**config.mk**
```make
export PLATFORM = sky130hd
export DESIGN_NAME = isu_top
export DESIGN_NICKNAME = d
export VERILOG_FILES = /design/src/pkg/isu_pkg.sv /design/src/isu_deglitch.sv /design/src/isu_top.sv
export SDC_FILE = /design/constraint.sdc
export NUM_CORES = 1
export LEC_CHECK = 0
export BUFFER_PORTS_ARGS = -buffer_cell sky130_fd_sc_hd__buf_2
export CORE_ASPECT_RATIO = 0.6
export CORE_UTILIZATION = 45
export CTS_CLUSTER_DIAMETER = 120
export CTS_CLUSTER_SIZE = 12
export DETAILED_ROUTE_END_ITERATION = 8
export PLACE_DENSITY_LB_ADDON = 0.25
export RECOVER_POWER = 50
export SLEW_MARGIN = 10
export SYNTH_ARGS = -nofsm -noshare
export SYNTH_HDL_FRONTEND = slang
export SYNTH_SLANG_ARGS = --single-unit
```
**constraint.sdc**
```tcl
create_clock -name clk -period 3.04 [get_ports clk]
set_input_delay 0.912 -clock clk [delete_from_list [all_inputs] [get_ports clk]]
set_output_delay 0.912 -clock clk [all_outputs]
set_load 0.03 [all_outputs]
```
**src/pkg/isu_pkg.sv**
```systemverilog
// Shared constants, register map and bus carrier for the interrupt status and mask unit
`default_nettype none
package isu_pkg;
	// Register bus widths
	localparam int ADDR_W = 8;
	localparam int DATA_W = 16;
	localparam int STATUS_W = 16;

	// Bit positions shared by status and mask
	localparam int BIT_EXT_FAST = 0;
	localparam int BIT_BATTERY_LOW = 1;
	localparam int BIT_WATCHDOG = 2;
	localparam int BIT_MEDIA_CHANGE = 3;
	localparam int BIT_CODEC = 4;
	localparam int BIT_EXT_ONE = 5;
	localparam int BIT_EXT_TWO = 6;
	localparam int BIT_EXT_THREE = 7;
	localparam int BIT_TIMER_ONE = 8;
	localparam int BIT_TIMER_TWO = 9;
	localparam int BIT_RTC_MATCH = 10;
	localparam int BIT_TICK = 11;
	localparam int BIT_UART_TX = 12;
	localparam int BIT_UART_RX = 13;
	localparam int BIT_MODEM = 14;
	localparam int BIT_SERIAL_EOT = 15;

	// Sources routed to the fast request; the rest go to the normal one
	localparam logic [STATUS_W-1:0] FAST_ROUTE = 16'h000F;
	localparam logic [STATUS_W-1:0] MASK_RESET = 16'h0000;
	localparam logic [DATA_W-1:0] READ_ZERO = 16'h0000;

	// Register offsets
	localparam logic [ADDR_W-1:0] OFS_STATUS = 8'h00;
	localparam logic [ADDR_W-1:0] OFS_MASK = 8'h04;
	localparam logic [ADDR_W-1:0] OFS_BATTERY_CLR = 8'h08;
	localparam logic [ADDR_W-1:0] OFS_MEDIA_CLR = 8'h0C;
	localparam logic [ADDR_W-1:0] OFS_TICK_CLR = 8'h10;
	localparam logic [ADDR_W-1:0] OFS_CODEC_CLR = 8'h14;
	localparam logic [ADDR_W-1:0] OFS_TIMER_ONE_CLR = 8'h18;
	localparam logic [ADDR_W-1:0] OFS_TIMER_TWO_CLR = 8'h1C;
	localparam logic [ADDR_W-1:0] OFS_RTC_CLR = 8'h20;
	localparam logic [ADDR_W-1:0] OFS_MODEM_CLR = 8'h24;

	// Fast and normal request vector addresses, for software reference
	localparam logic [31:0] FAST_VECTOR = 32'h0000001C;
	localparam logic [31:0] NORMAL_VECTOR = 32'h00000018;

	// Synchronous prescaler fed by the 32.768 kHz enable
	localparam int PRESCALE_W = 15;
	localparam int TAP_16K = 0;
	localparam int TAP_64HZ = 8;
	localparam int TAP_1HZ = 14;

	// Deglitch window in samples of the 16 kHz filter clock
	localparam real DEGLITCH_TIME_MS = 62.5;
	localparam real FILTER_RATE_KHZ = 16.0;
	localparam int DEGLITCH_SAMPLES = $rtoi(DEGLITCH_TIME_MS * FILTER_RATE_KHZ);
	localparam int DEGLITCH_W = 10;
	localparam logic [DEGLITCH_W-1:0] DEGLITCH_LAST = DEGLITCH_W'(DEGLITCH_SAMPLES - 1);

	// Positions in the synchronised pin vector
	localparam int PIN_EXT_FAST_N = 0;
	localparam int PIN_EXT_ONE_N = 1;
	localparam int PIN_EXT_TWO_N = 2;
	localparam int PIN_EXT_THREE = 3;
	localparam int PIN_POWER_N = 4;
	localparam int PIN_BATTERY_GOOD = 5;
	localparam int PIN_MEDIA = 6;
	localparam int PIN_CTS = 7;
	localparam int PIN_DSR = 8;
	localparam int PIN_COUNT = 9;

	// One register bus request
	typedef struct packed {
		logic [ADDR_W-1:0] addr;
		logic [DATA_W-1:0] wdata;
		logic wr;
		logic rd;
	} isu_bus_req_s;
endpackage : isu_pkg
`default_nettype wire

```
**src/isu_deglitch.sv**
```systemverilog
// Sampled deglitch filter: output rises only after a long unbroken high run
`default_nettype none
module isu_deglitch (
	input wire logic clk,
	input wire logic reset,
	input wire logic sample_en,
	input wire logic level_in,
	output logic level_out
);
	logic [isu_pkg::DEGLITCH_W-1:0] run_count;

	// Count consecutive high samples; any low sample restarts the window
	always_ff @(posedge clk) begin
		if (reset) begin
			run_count <= '0;
			level_out <= 1'b0;
		end else if (sample_en) begin
			if (!level_in) begin
				run_count <= '0;
				level_out <= 1'b0;
			end else if (run_count == isu_pkg::DEGLITCH_LAST) begin
				level_out <= 1'b1;
			end else begin
				run_count <= run_count + 1'b1;
			end
		end
	end
endmodule : isu_deglitch
`default_nettype wire

```
**src/isu_top.sv**
```systemverilog
// Interrupt status and mask unit: sixteen sources, fast and normal request lines
`default_nettype none
module isu_top (
	input wire logic clk,
	input wire logic reset,
	input wire isu_pkg::isu_bus_req_s bus_req,
	output logic [isu_pkg::DATA_W-1:0] rd_data,
	input wire logic ext_fast_request_pin_n,
	input wire logic external_pin_one_n,
	input wire logic external_pin_two_n,
	input wire logic external_pin_three,
	input wire logic external_power_sense_n,
	input wire logic battery_good_pin,
	input wire logic media_change_pin,
	input wire logic uart_cts_pin,
	input wire logic uart_dsr_pin,
	input wire logic osc_32k_en,
	input wire logic codec_enabled,
	input wire logic codec_tx_dir,
	input wire logic codec_fifo_half_full,
	input wire logic codec_fifo_empty,
	input wire logic timer_one_clk_en,
	input wire logic timer_one_zero,
	input wire logic timer_two_clk_en,
	input wire logic timer_two_zero,
	input wire logic [31:0] rtc_time,
	input wire logic [31:0] rtc_match_value,
	input wire logic uart_queue_enable,
	input wire logic uart_tx_holding_empty,
	input wire logic uart_tx_half_empty,
	input wire logic uart_rx_holding_valid,
	input wire logic uart_rx_half_full,
	input wire logic uart_rx_nonempty,
	input wire logic uart_rx_timeout,
	input wire logic serial_transfer_done,
	input wire logic serial_data_read,
	output logic one_hz_tick,
	output logic core_fast_request_n,
	output logic core_normal_request_n
);
	logic [isu_pkg::PIN_COUNT-1:0] pin_raw;
	logic [isu_pkg::PIN_COUNT-1:0] pin_meta;
	logic [isu_pkg::PIN_COUNT-1:0] pin_sync;
	logic [isu_pkg::PRESCALE_W-1:0] prescale;
	logic [isu_pkg::PRESCALE_W-1:0] next_prescale;
	logic tick_16k;
	logic tick_64hz;
	logic tick_1hz;
	logic battery_cond;
	logic battery_filtered;
	logic battery_filtered_q;
	logic media_filtered;
	logic media_filtered_q;
	logic battery_low_source;
	logic media_change_source;
	logic watchdog_expired_source;
	logic periodic_tick_source;
	logic codec_sound_source;
	logic codec_level;
	logic timer_one_underflow_source;
	logic timer_two_underflow_source;
	logic timer_one_zero_seen;
	logic timer_two_zero_seen;
	logic rtc_match_source;
	logic rtc_equal_q;
	logic modem_status_source;
	logic cts_q;
	logic dsr_q;
	logic [2:0] modem_settle;
	logic serial_end_transfer_source;
	logic [isu_pkg::STATUS_W-1:0] interrupt_source_status;
	logic [isu_pkg::STATUS_W-1:0] interrupt_enable_mask;
	logic [isu_pkg::STATUS_W-1:0] pending;
	logic wr_battery_clr;
	logic wr_media_clr;
	logic wr_tick_clr;
	logic wr_codec_clr;
	logic wr_timer_one_clr;
	logic wr_timer_two_clr;
	logic wr_rtc_clr;
	logic wr_modem_clr;

	// Gather asynchronous pins into one vector for the synchroniser
	assign pin_raw[isu_pkg::PIN_EXT_FAST_N] = ext_fast_request_pin_n;
	assign pin_raw[isu_pkg::PIN_EXT_ONE_N] = external_pin_one_n;
	assign pin_raw[isu_pkg::PIN_EXT_TWO_N] = external_pin_two_n;
	assign pin_raw[isu_pkg::PIN_EXT_THREE] = external_pin_three;
	assign pin_raw[isu_pkg::PIN_POWER_N] = external_power_sense_n;
	assign pin_raw[isu_pkg::PIN_BATTERY_GOOD] = battery_good_pin;
	assign pin_raw[isu_pkg::PIN_MEDIA] = media_change_pin;
	assign pin_raw[isu_pkg::PIN_CTS] = uart_cts_pin;
	assign pin_raw[isu_pkg::PIN_DSR] = uart_dsr_pin;

	// Two flops per pin; only the second stage is ever read
	for (genvar i = 0; i < isu_pkg::PIN_COUNT; i++) begin : g_sync
		always_ff @(posedge clk) begin
			if (reset) begin
				pin_meta[i] <= 1'b0;
				pin_sync[i] <= 1'b0;
			end else begin
				pin_meta[i] <= pin_raw[i];
				pin_sync[i] <= pin_meta[i];
			end
		end
	end

	// Prescaler advance and its rising-edge taps
	always_comb begin
		next_prescale = prescale + 1'b1;
		tick_16k = osc_32k_en && !prescale[isu_pkg::TAP_16K] && next_prescale[isu_pkg::TAP_16K];
		tick_64hz = osc_32k_en && !prescale[isu_pkg::TAP_64HZ] && next_prescale[isu_pkg::TAP_64HZ];
		tick_1hz = osc_32k_en && !prescale[isu_pkg::TAP_1HZ] && next_prescale[isu_pkg::TAP_1HZ];
	end

	// Counted synchronously so every tap is a clean one-cycle enable
	always_ff @(posedge clk) begin
		if (reset) begin
			prescale <= '0;
			one_hz_tick <= 1'b0;
		end else begin
			one_hz_tick <= tick_1hz;
			if (osc_32k_en) begin
				prescale <= next_prescale;
			end
		end
	end

	// No external supply and battery not good
	assign battery_cond = pin_sync[isu_pkg::PIN_POWER_N] && !pin_sync[isu_pkg::PIN_BATTERY_GOOD];

	// Both slow filters share the 16 kHz sample enable
	isu_deglitch u_battery_filter (
		.clk(clk),
		.reset(reset),
		.sample_en(tick_16k),
		.level_in(battery_cond),
		.level_out(battery_filtered)
	);

	// Media pin needs the same long high run before it counts
	isu_deglitch u_media_filter (
		.clk(clk),
		.reset(reset),
		.sample_en(tick_16k),
		.level_in(pin_sync[isu_pkg::PIN_MEDIA]),
		.level_out(media_filtered)
	);

	// Clear locations: a write with any data clears the matching source
	always_comb begin
		wr_battery_clr = bus_req.wr && (bus_req.addr == isu_pkg::OFS_BATTERY_CLR);
		wr_media_clr = bus_req.wr && (bus_req.addr == isu_pkg::OFS_MEDIA_CLR);
		wr_tick_clr = bus_req.wr && (bus_req.addr == isu_pkg::OFS_TICK_CLR);
		wr_codec_clr = bus_req.wr && (bus_req.addr == isu_pkg::OFS_CODEC_CLR);
		wr_timer_one_clr = bus_req.wr && (bus_req.addr == isu_pkg::OFS_TIMER_ONE_CLR);
		wr_timer_two_clr = bus_req.wr && (bus_req.addr == isu_pkg::OFS_TIMER_TWO_CLR);
		wr_rtc_clr = bus_req.wr && (bus_req.addr == isu_pkg::OFS_RTC_CLR);
		wr_modem_clr = bus_req.wr && (bus_req.addr == isu_pkg::OFS_MODEM_CLR);
	end

	// Battery and media latch on the filtered rising edge; set beats clear
	always_ff @(posedge clk) begin
		if (reset) begin
			battery_filtered_q <= 1'b0;
			media_filtered_q <= 1'b0;
			battery_low_source <= 1'b0;
			media_change_source <= 1'b0;
		end else begin
			battery_filtered_q <= battery_filtered;
			media_filtered_q <= media_filtered;
			if (battery_filtered && !battery_filtered_q) begin
				battery_low_source <= 1'b1;
			end else if (wr_battery_clr) begin
				battery_low_source <= 1'b0;
			end
			if (media_filtered && !media_filtered_q) begin
				media_change_source <= 1'b1;
			end else if (wr_media_clr) begin
				media_change_source <= 1'b0;
			end
		end
	end

	// Tick and watchdog share one clear; watchdog samples the old tick flag
	always_ff @(posedge clk) begin
		if (reset) begin
			periodic_tick_source <= 1'b0;
			watchdog_expired_source <= 1'b0;
		end else begin
			if (tick_64hz) begin
				periodic_tick_source <= 1'b1;
			end else if (wr_tick_clr) begin
				periodic_tick_source <= 1'b0;
			end
			if (tick_64hz && periodic_tick_source) begin
				watchdog_expired_source <= 1'b1;
			end else if (wr_tick_clr) begin
				watchdog_expired_source <= 1'b0;
			end
		end
	end

	// Playback waits for empty, capture for half full
	assign codec_level = codec_enabled && (codec_tx_dir ? codec_fifo_empty : codec_fifo_half_full);

	// Codec flag stays latched until written, re-set while the level holds
	always_ff @(posedge clk) begin
		if (reset) begin
			codec_sound_source <= 1'b0;
		end else if (codec_level) begin
			codec_sound_source <= 1'b1;
		end else if (wr_codec_clr) begin
			codec_sound_source <= 1'b0;
		end
	end

	// Zero is noted on one timer clock and flagged on the next
	always_ff @(posedge clk) begin
		if (reset) begin
			timer_one_zero_seen <= 1'b0;
			timer_two_zero_seen <= 1'b0;
			timer_one_underflow_source <= 1'b0;
			timer_two_underflow_source <= 1'b0;
		end else begin
			if (timer_one_clk_en) begin
				timer_one_zero_seen <= timer_one_zero;
			end
			if (timer_two_clk_en) begin
				timer_two_zero_seen <= timer_two_zero;
			end
			if (timer_one_clk_en && timer_one_zero_seen) begin
				timer_one_underflow_source <= 1'b1;
			end else if (wr_timer_one_clr) begin
				timer_one_underflow_source <= 1'b0;
			end
			if (timer_two_clk_en && timer_two_zero_seen) begin
				timer_two_underflow_source <= 1'b1;
			end else if (wr_timer_two_clr) begin
				timer_two_underflow_source <= 1'b0;
			end
		end
	end

	// Compare registered to keep the 32-bit equality off the flag path
	always_ff @(posedge clk) begin
		if (reset) begin
			rtc_equal_q <= 1'b0;
			rtc_match_source <= 1'b0;
		end else begin
			rtc_equal_q <= (rtc_time == rtc_match_value);
			if (tick_1hz && rtc_equal_q) begin
				rtc_match_source <= 1'b1;
			end else if (wr_rtc_clr) begin
				rtc_match_source <= 1'b0;
			end
		end
	end

	// Modem lines compared with their last synchronised value
	always_ff @(posedge clk) begin
		if (reset) begin
			cts_q <= 1'b0;
			dsr_q <= 1'b0;
			modem_settle <= '0;
			modem_status_source <= 1'b0;
		end else begin
			cts_q <= pin_sync[isu_pkg::PIN_CTS];
			dsr_q <= pin_sync[isu_pkg::PIN_DSR];
			modem_settle <= {modem_settle[1:0], 1'b1}; // No false change after reset
			if (modem_settle[2] && ((cts_q != pin_sync[isu_pkg::PIN_CTS]) ||
				(dsr_q != pin_sync[isu_pkg::PIN_DSR]))) begin
				modem_status_source <= 1'b1;
			end else if (wr_modem_clr) begin
				modem_status_source <= 1'b0;
			end
		end
	end

	// Serial flag is cleared by the data read in the serial block
	always_ff @(posedge clk) begin
		if (reset) begin
			serial_end_transfer_source <= 1'b0;
		end else if (serial_transfer_done) begin
			serial_end_transfer_source <= 1'b1;
		end else if (serial_data_read) begin
			serial_end_transfer_source <= 1'b0;
		end
	end

	// Assemble the status word; level sources follow their inputs directly
	always_comb begin
		interrupt_source_status = '0;
		interrupt_source_status[isu_pkg::BIT_EXT_FAST] = !pin_sync[isu_pkg::PIN_EXT_FAST_N];
		interrupt_source_status[isu_pkg::BIT_BATTERY_LOW] = battery_low_source;
		interrupt_source_status[isu_pkg::BIT_WATCHDOG] = watchdog_expired_source;
		interrupt_source_status[isu_pkg::BIT_MEDIA_CHANGE] = media_change_source;
		interrupt_source_status[isu_pkg::BIT_CODEC] = codec_sound_source;
		interrupt_source_status[isu_pkg::BIT_EXT_ONE] = !pin_sync[isu_pkg::PIN_EXT_ONE_N];
		interrupt_source_status[isu_pkg::BIT_EXT_TWO] = !pin_sync[isu_pkg::PIN_EXT_TWO_N];
		interrupt_source_status[isu_pkg::BIT_EXT_THREE] = pin_sync[isu_pkg::PIN_EXT_THREE];
		interrupt_source_status[isu_pkg::BIT_TIMER_ONE] = timer_one_underflow_source;
		interrupt_source_status[isu_pkg::BIT_TIMER_TWO] = timer_two_underflow_source;
		interrupt_source_status[isu_pkg::BIT_RTC_MATCH] = rtc_match_source;
		interrupt_source_status[isu_pkg::BIT_TICK] = periodic_tick_source;
		interrupt_source_status[isu_pkg::BIT_UART_TX] = uart_queue_enable ?
			uart_tx_half_empty : uart_tx_holding_empty;
		interrupt_source_status[isu_pkg::BIT_UART_RX] = uart_queue_enable ?
			(uart_rx_half_full || (uart_rx_nonempty && uart_rx_timeout)) :
			uart_rx_holding_valid;
		interrupt_source_status[isu_pkg::BIT_MODEM] = modem_status_source;
		interrupt_source_status[isu_pkg::BIT_SERIAL_EOT] = serial_end_transfer_source;
	end

	// Mask register, cleared by reset
	always_ff @(posedge clk) begin
		if (reset) begin
			interrupt_enable_mask <= isu_pkg::MASK_RESET;
		end else if (bus_req.wr && (bus_req.addr == isu_pkg::OFS_MASK)) begin
			interrupt_enable_mask <= bus_req.wdata;
		end
	end

	// Mask gates only the requests, never the status view
	assign pending = interrupt_source_status & interrupt_enable_mask;

	// Active-low request lines, registered so outputs come from flops
	always_ff @(posedge clk) begin
		if (reset) begin
			core_fast_request_n <= 1'b1;
			core_normal_request_n <= 1'b1;
		end else begin
			core_fast_request_n <= !(|(pending & isu_pkg::FAST_ROUTE));
			core_normal_request_n <= !(|(pending & ~isu_pkg::FAST_ROUTE));
		end
	end

	// Read data valid only in the cycle after the strobe; unmapped reads zero
	always_ff @(posedge clk) begin
		if (reset) begin
			rd_data <= isu_pkg::READ_ZERO;
		end else if (bus_req.rd) begin
			case (bus_req.addr)
				isu_pkg::OFS_STATUS: rd_data <= interrupt_source_status;
				isu_pkg::OFS_MASK: rd_data <= interrupt_enable_mask;
				default: rd_data <= isu_pkg::READ_ZERO;
			endcase
		end else begin
			rd_data <= isu_pkg::READ_ZERO;
		end
	end
endmodule : isu_top
`default_nettype wire

```
==> out/metrics.yaml, run 1 <==
cells_and_area:
  stdcell_area_um2: 5660
  fillerInstances: 926
  diodes: 0
  mostFrequentLayoutCells: "buf_2 (119), dfxtp_1 (110), nor2_1 (48)"
  drive_above_1_share: 0.222
  layout-area-overhead-vs-synth_pct: 23.8
  num-nets-final: 769
  final_common_cell: "buf_2"
synthesis:
  ys_warn_count: 0
  syn_nets: 636
  synth-async-reset-ratio: 0
  synthFlopType: "dfxtp_1"
  netlist.area_leader.share: 0.481
  ys_ff_latch: 110
  yosys.area.top_type: "dfxtp_1"
  avgSynthCellArea_um2: 8.90
  synth_edf_count: 0
  synthCells: 514
  ys_seq_area_frac: 0.481
  ys_top_cells_by_area: "dfxtp_1 (48%), xor2_1 (7.1%), a21oi_1 (4.3%)"
  ys_types: 49
  syn_area_um2: 4580
global_routing:
  grt_pass1_vias: 3785
  grt_pass1_wl_um: 18000
  grt_overflow: 0
  grt_usage: 0.216
  grt_start_max_net_pins: 32
  antenna_found_initial: 0
route:
  routed-wl-met3_um: 581
  wl_um: 10900
  num_vias: 4129
  wl_met2_um: 4680
  wl_per_cell_um: 13.9
  drcViolationCount: 0
  ant_nets: 0
  met1_length_um: 5580
  routed_via_density: 5.25
  initialDrtViolationCount: 217
  top_layer_used: "met4"
  first_pass_iters: 5
floorplanning:
  fp.dieW_um: 132
  start_util: 0.463
  io_pins: 138
  num_rows: 28
  die_h_um: 80.1
  core_region_area_um2: 9880
  dieArea_um2: 10600
power_and_ir_drop:
  p_per_area_nw_per_um2: 512
  peakVddDrop_mv: 0.317
  leakage_uw: 0.00215
critical_path:
  slowest_delay_ns: 0.61
  critPathKind: "primary input to register"
  cp_max_fo: 16
  cp-start-kind: "primary input"
  endpoint_kind: "register"
  arrival_ns: 2.48
  crit_path_cell_trace: "buf_2 -> or4b_1 -> or3_1 -> nand2_1 -> a21oi_1"
  cp.required_ns: 3.21
  cp_slowest_cell: "or4b_1"
timing:
  skew_ns: 0.00922
  max-slew-margin-rel: 0.108
  setup_viol: 0
  period_needed_ns: 2.31
  drv_slew: 0
  finalHoldViolCount: 0
  finalCritPeriodShare: 0.760
  fmax_mhz: 433
  tightest_slew_ns: 1.34
  tns_ns: 0
  rsz0062_at_grt: "false"
status:
  status: "finished clean"
clock_tree:
  cts_tree: "done"
  clk_latency_ns: 0.34
  hold_buffers: 0
  clock_sinks: 110
  root_buffer: "clkbuf_16"
  cts_buffers: 9
  clk_pin_slew_ns: 0.07
  clockBufferDepth: 2
  h-tree-depth: 3
  post-cts-setup-buffer-count: 0
  cts_resized: 0
place:
  dpl_cell_area_um2: 5390
  gp_congestion: 0.825
  portBuffers: 137
  dp_hpwl_um: 8410
run:
  cap_violations: 0
hold_path:
  hold_class: "register to register"
==> registers in the layout (all words and copies together), names as in the netlist, 3 cells and up <==
name	count
modem_settle	3
pin_sync	8
pin_meta	9
u_media_filter.run_count	10
prescale	15
rd_data	16
u_battery_filter.run_count	10
interrupt_enable_mask	16
==> worst paths after layout <==
path / start / end / slack (ns) / cells after the start
worst min register to register: pin_meta[6] / pin_sync[6] / 0.44 / 1
worst max register to register: prescale[0] / rtc_match_source / 1.22 / 5
worst max-delay path: bus_req[19] / interrupt_enable_mask[15] / 0.73 / 5
worst min-delay path: pin_meta[6] / pin_sync[6] / 0.44 / 1
==> final cells by class <==
class                      count  area [µm²]  share of cell area
timing repair buffer         144         701               0.124
clock inverter                 6        75.1              0.0133
inverter                       9        33.8             0.00596
tap                          135         169              0.0298
multi-input combinational    373        2240               0.396
sequential                   110        2200               0.389
clock buffer                  10         239              0.0422
==> metrics by stage <==
| stage | std cells | setup WS [ns] | utilization | hold slack (ns) | total power, µW |
|---|---|---|---|---|---|
| after floorplan | 514 | 0.741 | - | 0.414 | 1610 |
| final | 787 | 0.729 | 0.573 | 0.439 | 2900 |
| after global placement | 771 | 0.495 | 0.545 | 0.418 | 1710 |
| after CTS | 787 | 0.810 | 0.577 | 0.446 | 2930 |
| after global routing | 787 | 0.617 | 0.573 | 0.462 | 3010 |
| after detailed placement | 771 | 0.469 | 0.545 | 0.427 | 1720 |
==> report_power, final <==
group | leakage (µW) | total, µW | switching, µW | internal [µW]
clock network | 0.000152 | 1220 | 542 | 675
logic | 0.00111 | 208 | 106 | 102
registers | 0.000893 | 1480 | 13.1 | 1460
total | 0.00215 | 2900 | 661 | 2240
==> cell usage after synthesis, types with 3 or more instances <==
| master | count |
|---|---|
| nand4_1 | 10 |
| nor2b_1 | 27 |
| nand3_1 | 30 |
| nor4_1 | 13 |
| buf_1 | 3 |
| mux2i_1 | 3 |
| nor2_1 | 49 |
| and3_1 | 4 |
| inv_1 | 9 |
| buf_2 | 5 |
| or4_1 | 3 |
| xor2_1 | 37 |
| nor3_1 | 11 |
| o21ai_0 | 21 |
| or3_1 | 7 |
| clkbuf_1 | 12 |
| a21oi_1 | 39 |
| a22oi_1 | 18 |
| ha_1 | 3 |
| xnor2_1 | 16 |
| nand2_1 | 43 |
| dfxtp_1 | 110 |
| nand4b_1 | 3 |
| nand2b_1 | 6 |
==> cells by family (layout without fill, tap and decap cells) <==
kind of cell | after synthesis | count (layout) | share of synthesized area
AO/OA/AOI/OAI | 93 | 93 | 0.121
XOR/XNOR | 53 | 53 | 0.101
adder cells (fa/ha/maj) | 3 | 3 | 0.00820
buffers and inverters | 31 | 169 | 0.0287
flip-flops | 110 | 110 | 0.481
multiplexers | 5 | 5 | 0.0115
AND/OR/NAND/NOR | 219 | 219 | 0.247
==> layer usage <==
layer | vias to the layer above | global-route usage
met3 | 9 | 0.0568
met1 | 1960 | 0.308
met5 | - | 0
met4 | 0 | 0.0529
met2 | 93 | 0.324
li1 | 2067 | -
==> critical path: cells and delay by family <==
kind,cells,cell delay [ns]
AOI/OAI and AO/OA,1,0.07
buffers and inverters,1,0.11
and+or+nand+nor,3,1.39
Power figures use the tool's default switching activity.
==> run 2, diff against run 1 <==
ABC_AREA = 1   (was unset)
clock period = 2.25 ns   (was 3.04 ns; I/O delays follow)
==> run 2 against run 1 <==
  * Clock power grew 32%
  * Total power increased by 36%
  * Synthesized cell count up 45%
  * Via count rose by 19%
==> out/metrics.yaml, run 2 <==
global_routing:
  antenna_found_initial: 1
  grt_overflow: 0
  grt_pass1_vias: 4374
  grt_usage: 0.214
  grt_start_max_net_pins: 28
  grt_pass1_wl_um: 20400
clock_tree:
  hold_buffers: 0
  h-tree-depth: 3
  clk_latency_ns: 0.34
  post-cts-setup-buffer-count: 0
  cts_buffers: 9
  cts_tree: "done"
  clock_sinks: 110
  root_buffer: "clkbuf_16"
  clk_pin_slew_ns: 0.07
  clockBufferDepth: 2
  cts_resized: 0
power_and_ir_drop:
  p_seq_frac: 0.506
  internal-power_uw: 3000
  p_per_area_nw_per_um2: 634
  p_sw_frac: 0.239
  power_uw: 3950
  peakVddDrop_mv: 0.359
  leakage_uw: 0.00271
  combinationalPowerShare: 0.086
  power_switching_uw: 943
  p_clk_frac: 0.407
timing:
  max-slew-margin-rel: 0.157
  setup_viol: 0
  tightest_slew_ns: 1.26
  setup_ws_ns: 0.400
  fmax_mhz: 540
  skew_ns: 0.00546
  rsz0062_at_grt: "false"
  hold_slack_ns: 0.404
  finalHoldViolCount: 0
  tns_ns: 0
  drv_slew: 0
  period_needed_ns: 1.85
  finalCritPeriodShare: 0.822
place:
  dp.cells: 1009
  dp_hpwl_um: 9320
  gp_congestion: 0.878
  post-place-ws_ns: 0.230
  portBuffers: 137
route:
  first_pass_iters: 4
  drcViolationCount: 0
  wl_um: 12200
  routed_via_density: 4.79
  initialDrtViolationCount: 354
  num_vias: 4917
  wl_per_cell_um: 11.9
  ant_nets: 0
floorplanning:
  die_h_um: 85.1
  io_pins: 138
  num_rows: 29
  fp.dieW_um: 140
  dieArea_um2: 11900
  start_util: 0.475
  core_region_area_um2: 10900
cells_and_area:
  num-nets-final: 1003
  drive_above_1_share: 0.198
  finalNonFillerCells: 1026
  final_common_cell: "nand2_1"
  layout-area-overhead-vs-synth_pct: 20.2
  mostFrequentLayoutCells: "nand2_1 (160), buf_2 (123), dfxtp_1 (110)"
  largestRegisters: "interrupt_enable_mask: 16 flops, rd_data: 16 flops, prescale: 15 flops"
synthesis:
  ys_ff_latch: 110
  netlist.area_leader.share: 0.426
  synth_edf_count: 0
  ys_warn_count: 0
  post-synth-top-count-cell: "nand2_1"
  syn_area_um2: 5170
  synthFlopType: "dfxtp_1"
  syn_nets: 866
  ys_types: 40
  ys_seq_area_frac: 0.426
  ys_top_cells_by_area: "dfxtp_1 (43%), nand2_1 (12%), inv_1 (7.9%)"
  yosys.area.top_type: "dfxtp_1"
  synthCells: 744
  avgSynthCellArea_um2: 6.96
  synth_commonest_cells: "nand2_1 (159), dfxtp_1 (110), inv_1 (109)"
  synth-async-reset-ratio: 0
hold_path:
  min_path_cells: 2
  hold_class: "register to register"
critical_path:
  cp_max_fo: 26
  cp.required_ns: 2.52
  arrival_ns: 2.12
  cp-start-kind: "primary input"
  critPathKind: "primary input to register"
  endpoint_kind: "register"
  r2r_cells: 8
status:
  status: "finished clean"
run:
  cap_violations: 0
## run 2: routing by layer
layer  vias to the layer above  GRT usage  routed length (µm)
li1                       2627          -                   -
met1                      2112      0.317                6510
met2                       170      0.310                4680
met3                         8     0.0564                 934
met4                         0     0.0400                  74
met5                         -          0                   0
## run 2: power by group through the flow
| stage | clock [µW] | sequential (µW) | combinational, µW |
|---|---|---|---|
| 2_1_floorplan | 0 | 2040 | 190 |
| 3_3_place_gp | 0 | 2040 | 348 |
| 3_5_place_dp | 0 | 2040 | 349 |
| 4_1_cts | 1640 | 2000 | 351 |
| 5_1_grt | 1710 | 2000 | 391 |
| 6_report | 1610 | 2000 | 341 |
## run 2: area by class of cell
cell class,count,area (µm²)
fill,1052,4660
timing repair buffer,144,698
multi-input combinational,503,2410
inverter,113,425
clock buffer,9,225
tap,139,174
clock inverter,7,80.1
sequential,110,2200
antenna,1,2.50
## run 2: through the flow
stage	area (µm²)	utilization
after floorplan	5170	-
after global placement	5980	0.550
after detailed placement	5980	0.550
after CTS	6290	0.578
after global routing	6220	0.571
final	6220	0.572
## run 2: critical path: stages
cell	delay [ns]
buf_2	0.10
nor2_1	0.28
nand2_2	0.13
nor2_4	0.15
nand2_2	0.11
clkinv_2	0.28
nand2_1	0.20
a21oi_1	0.20
## run 2: worst paths after layout
| path | to | start | slack [ns] |
|---|---|---|---|
| max | interrupt_enable_mask[5] | bus_req[19] | 0.40 |
| min | pin_sync[6] | pin_meta[6] | 0.40 |
| max reg2reg | prescale[12] | prescale[0] | 0.49 |
| min reg2reg | pin_sync[6] | pin_meta[6] | 0.40 |
## run 2: cell families after synthesis
| logic type | after synthesis | share of synthesized area |
|---|---|---|
| fa+ha+maj | 3 | 0.00725 |
| flops | 110 | 0.426 |
| xor+xnor | 12 | 0.0203 |
| simple gates | 351 | 0.304 |
| compound gates | 137 | 0.141 |
| buf+inv | 131 | 0.102 |
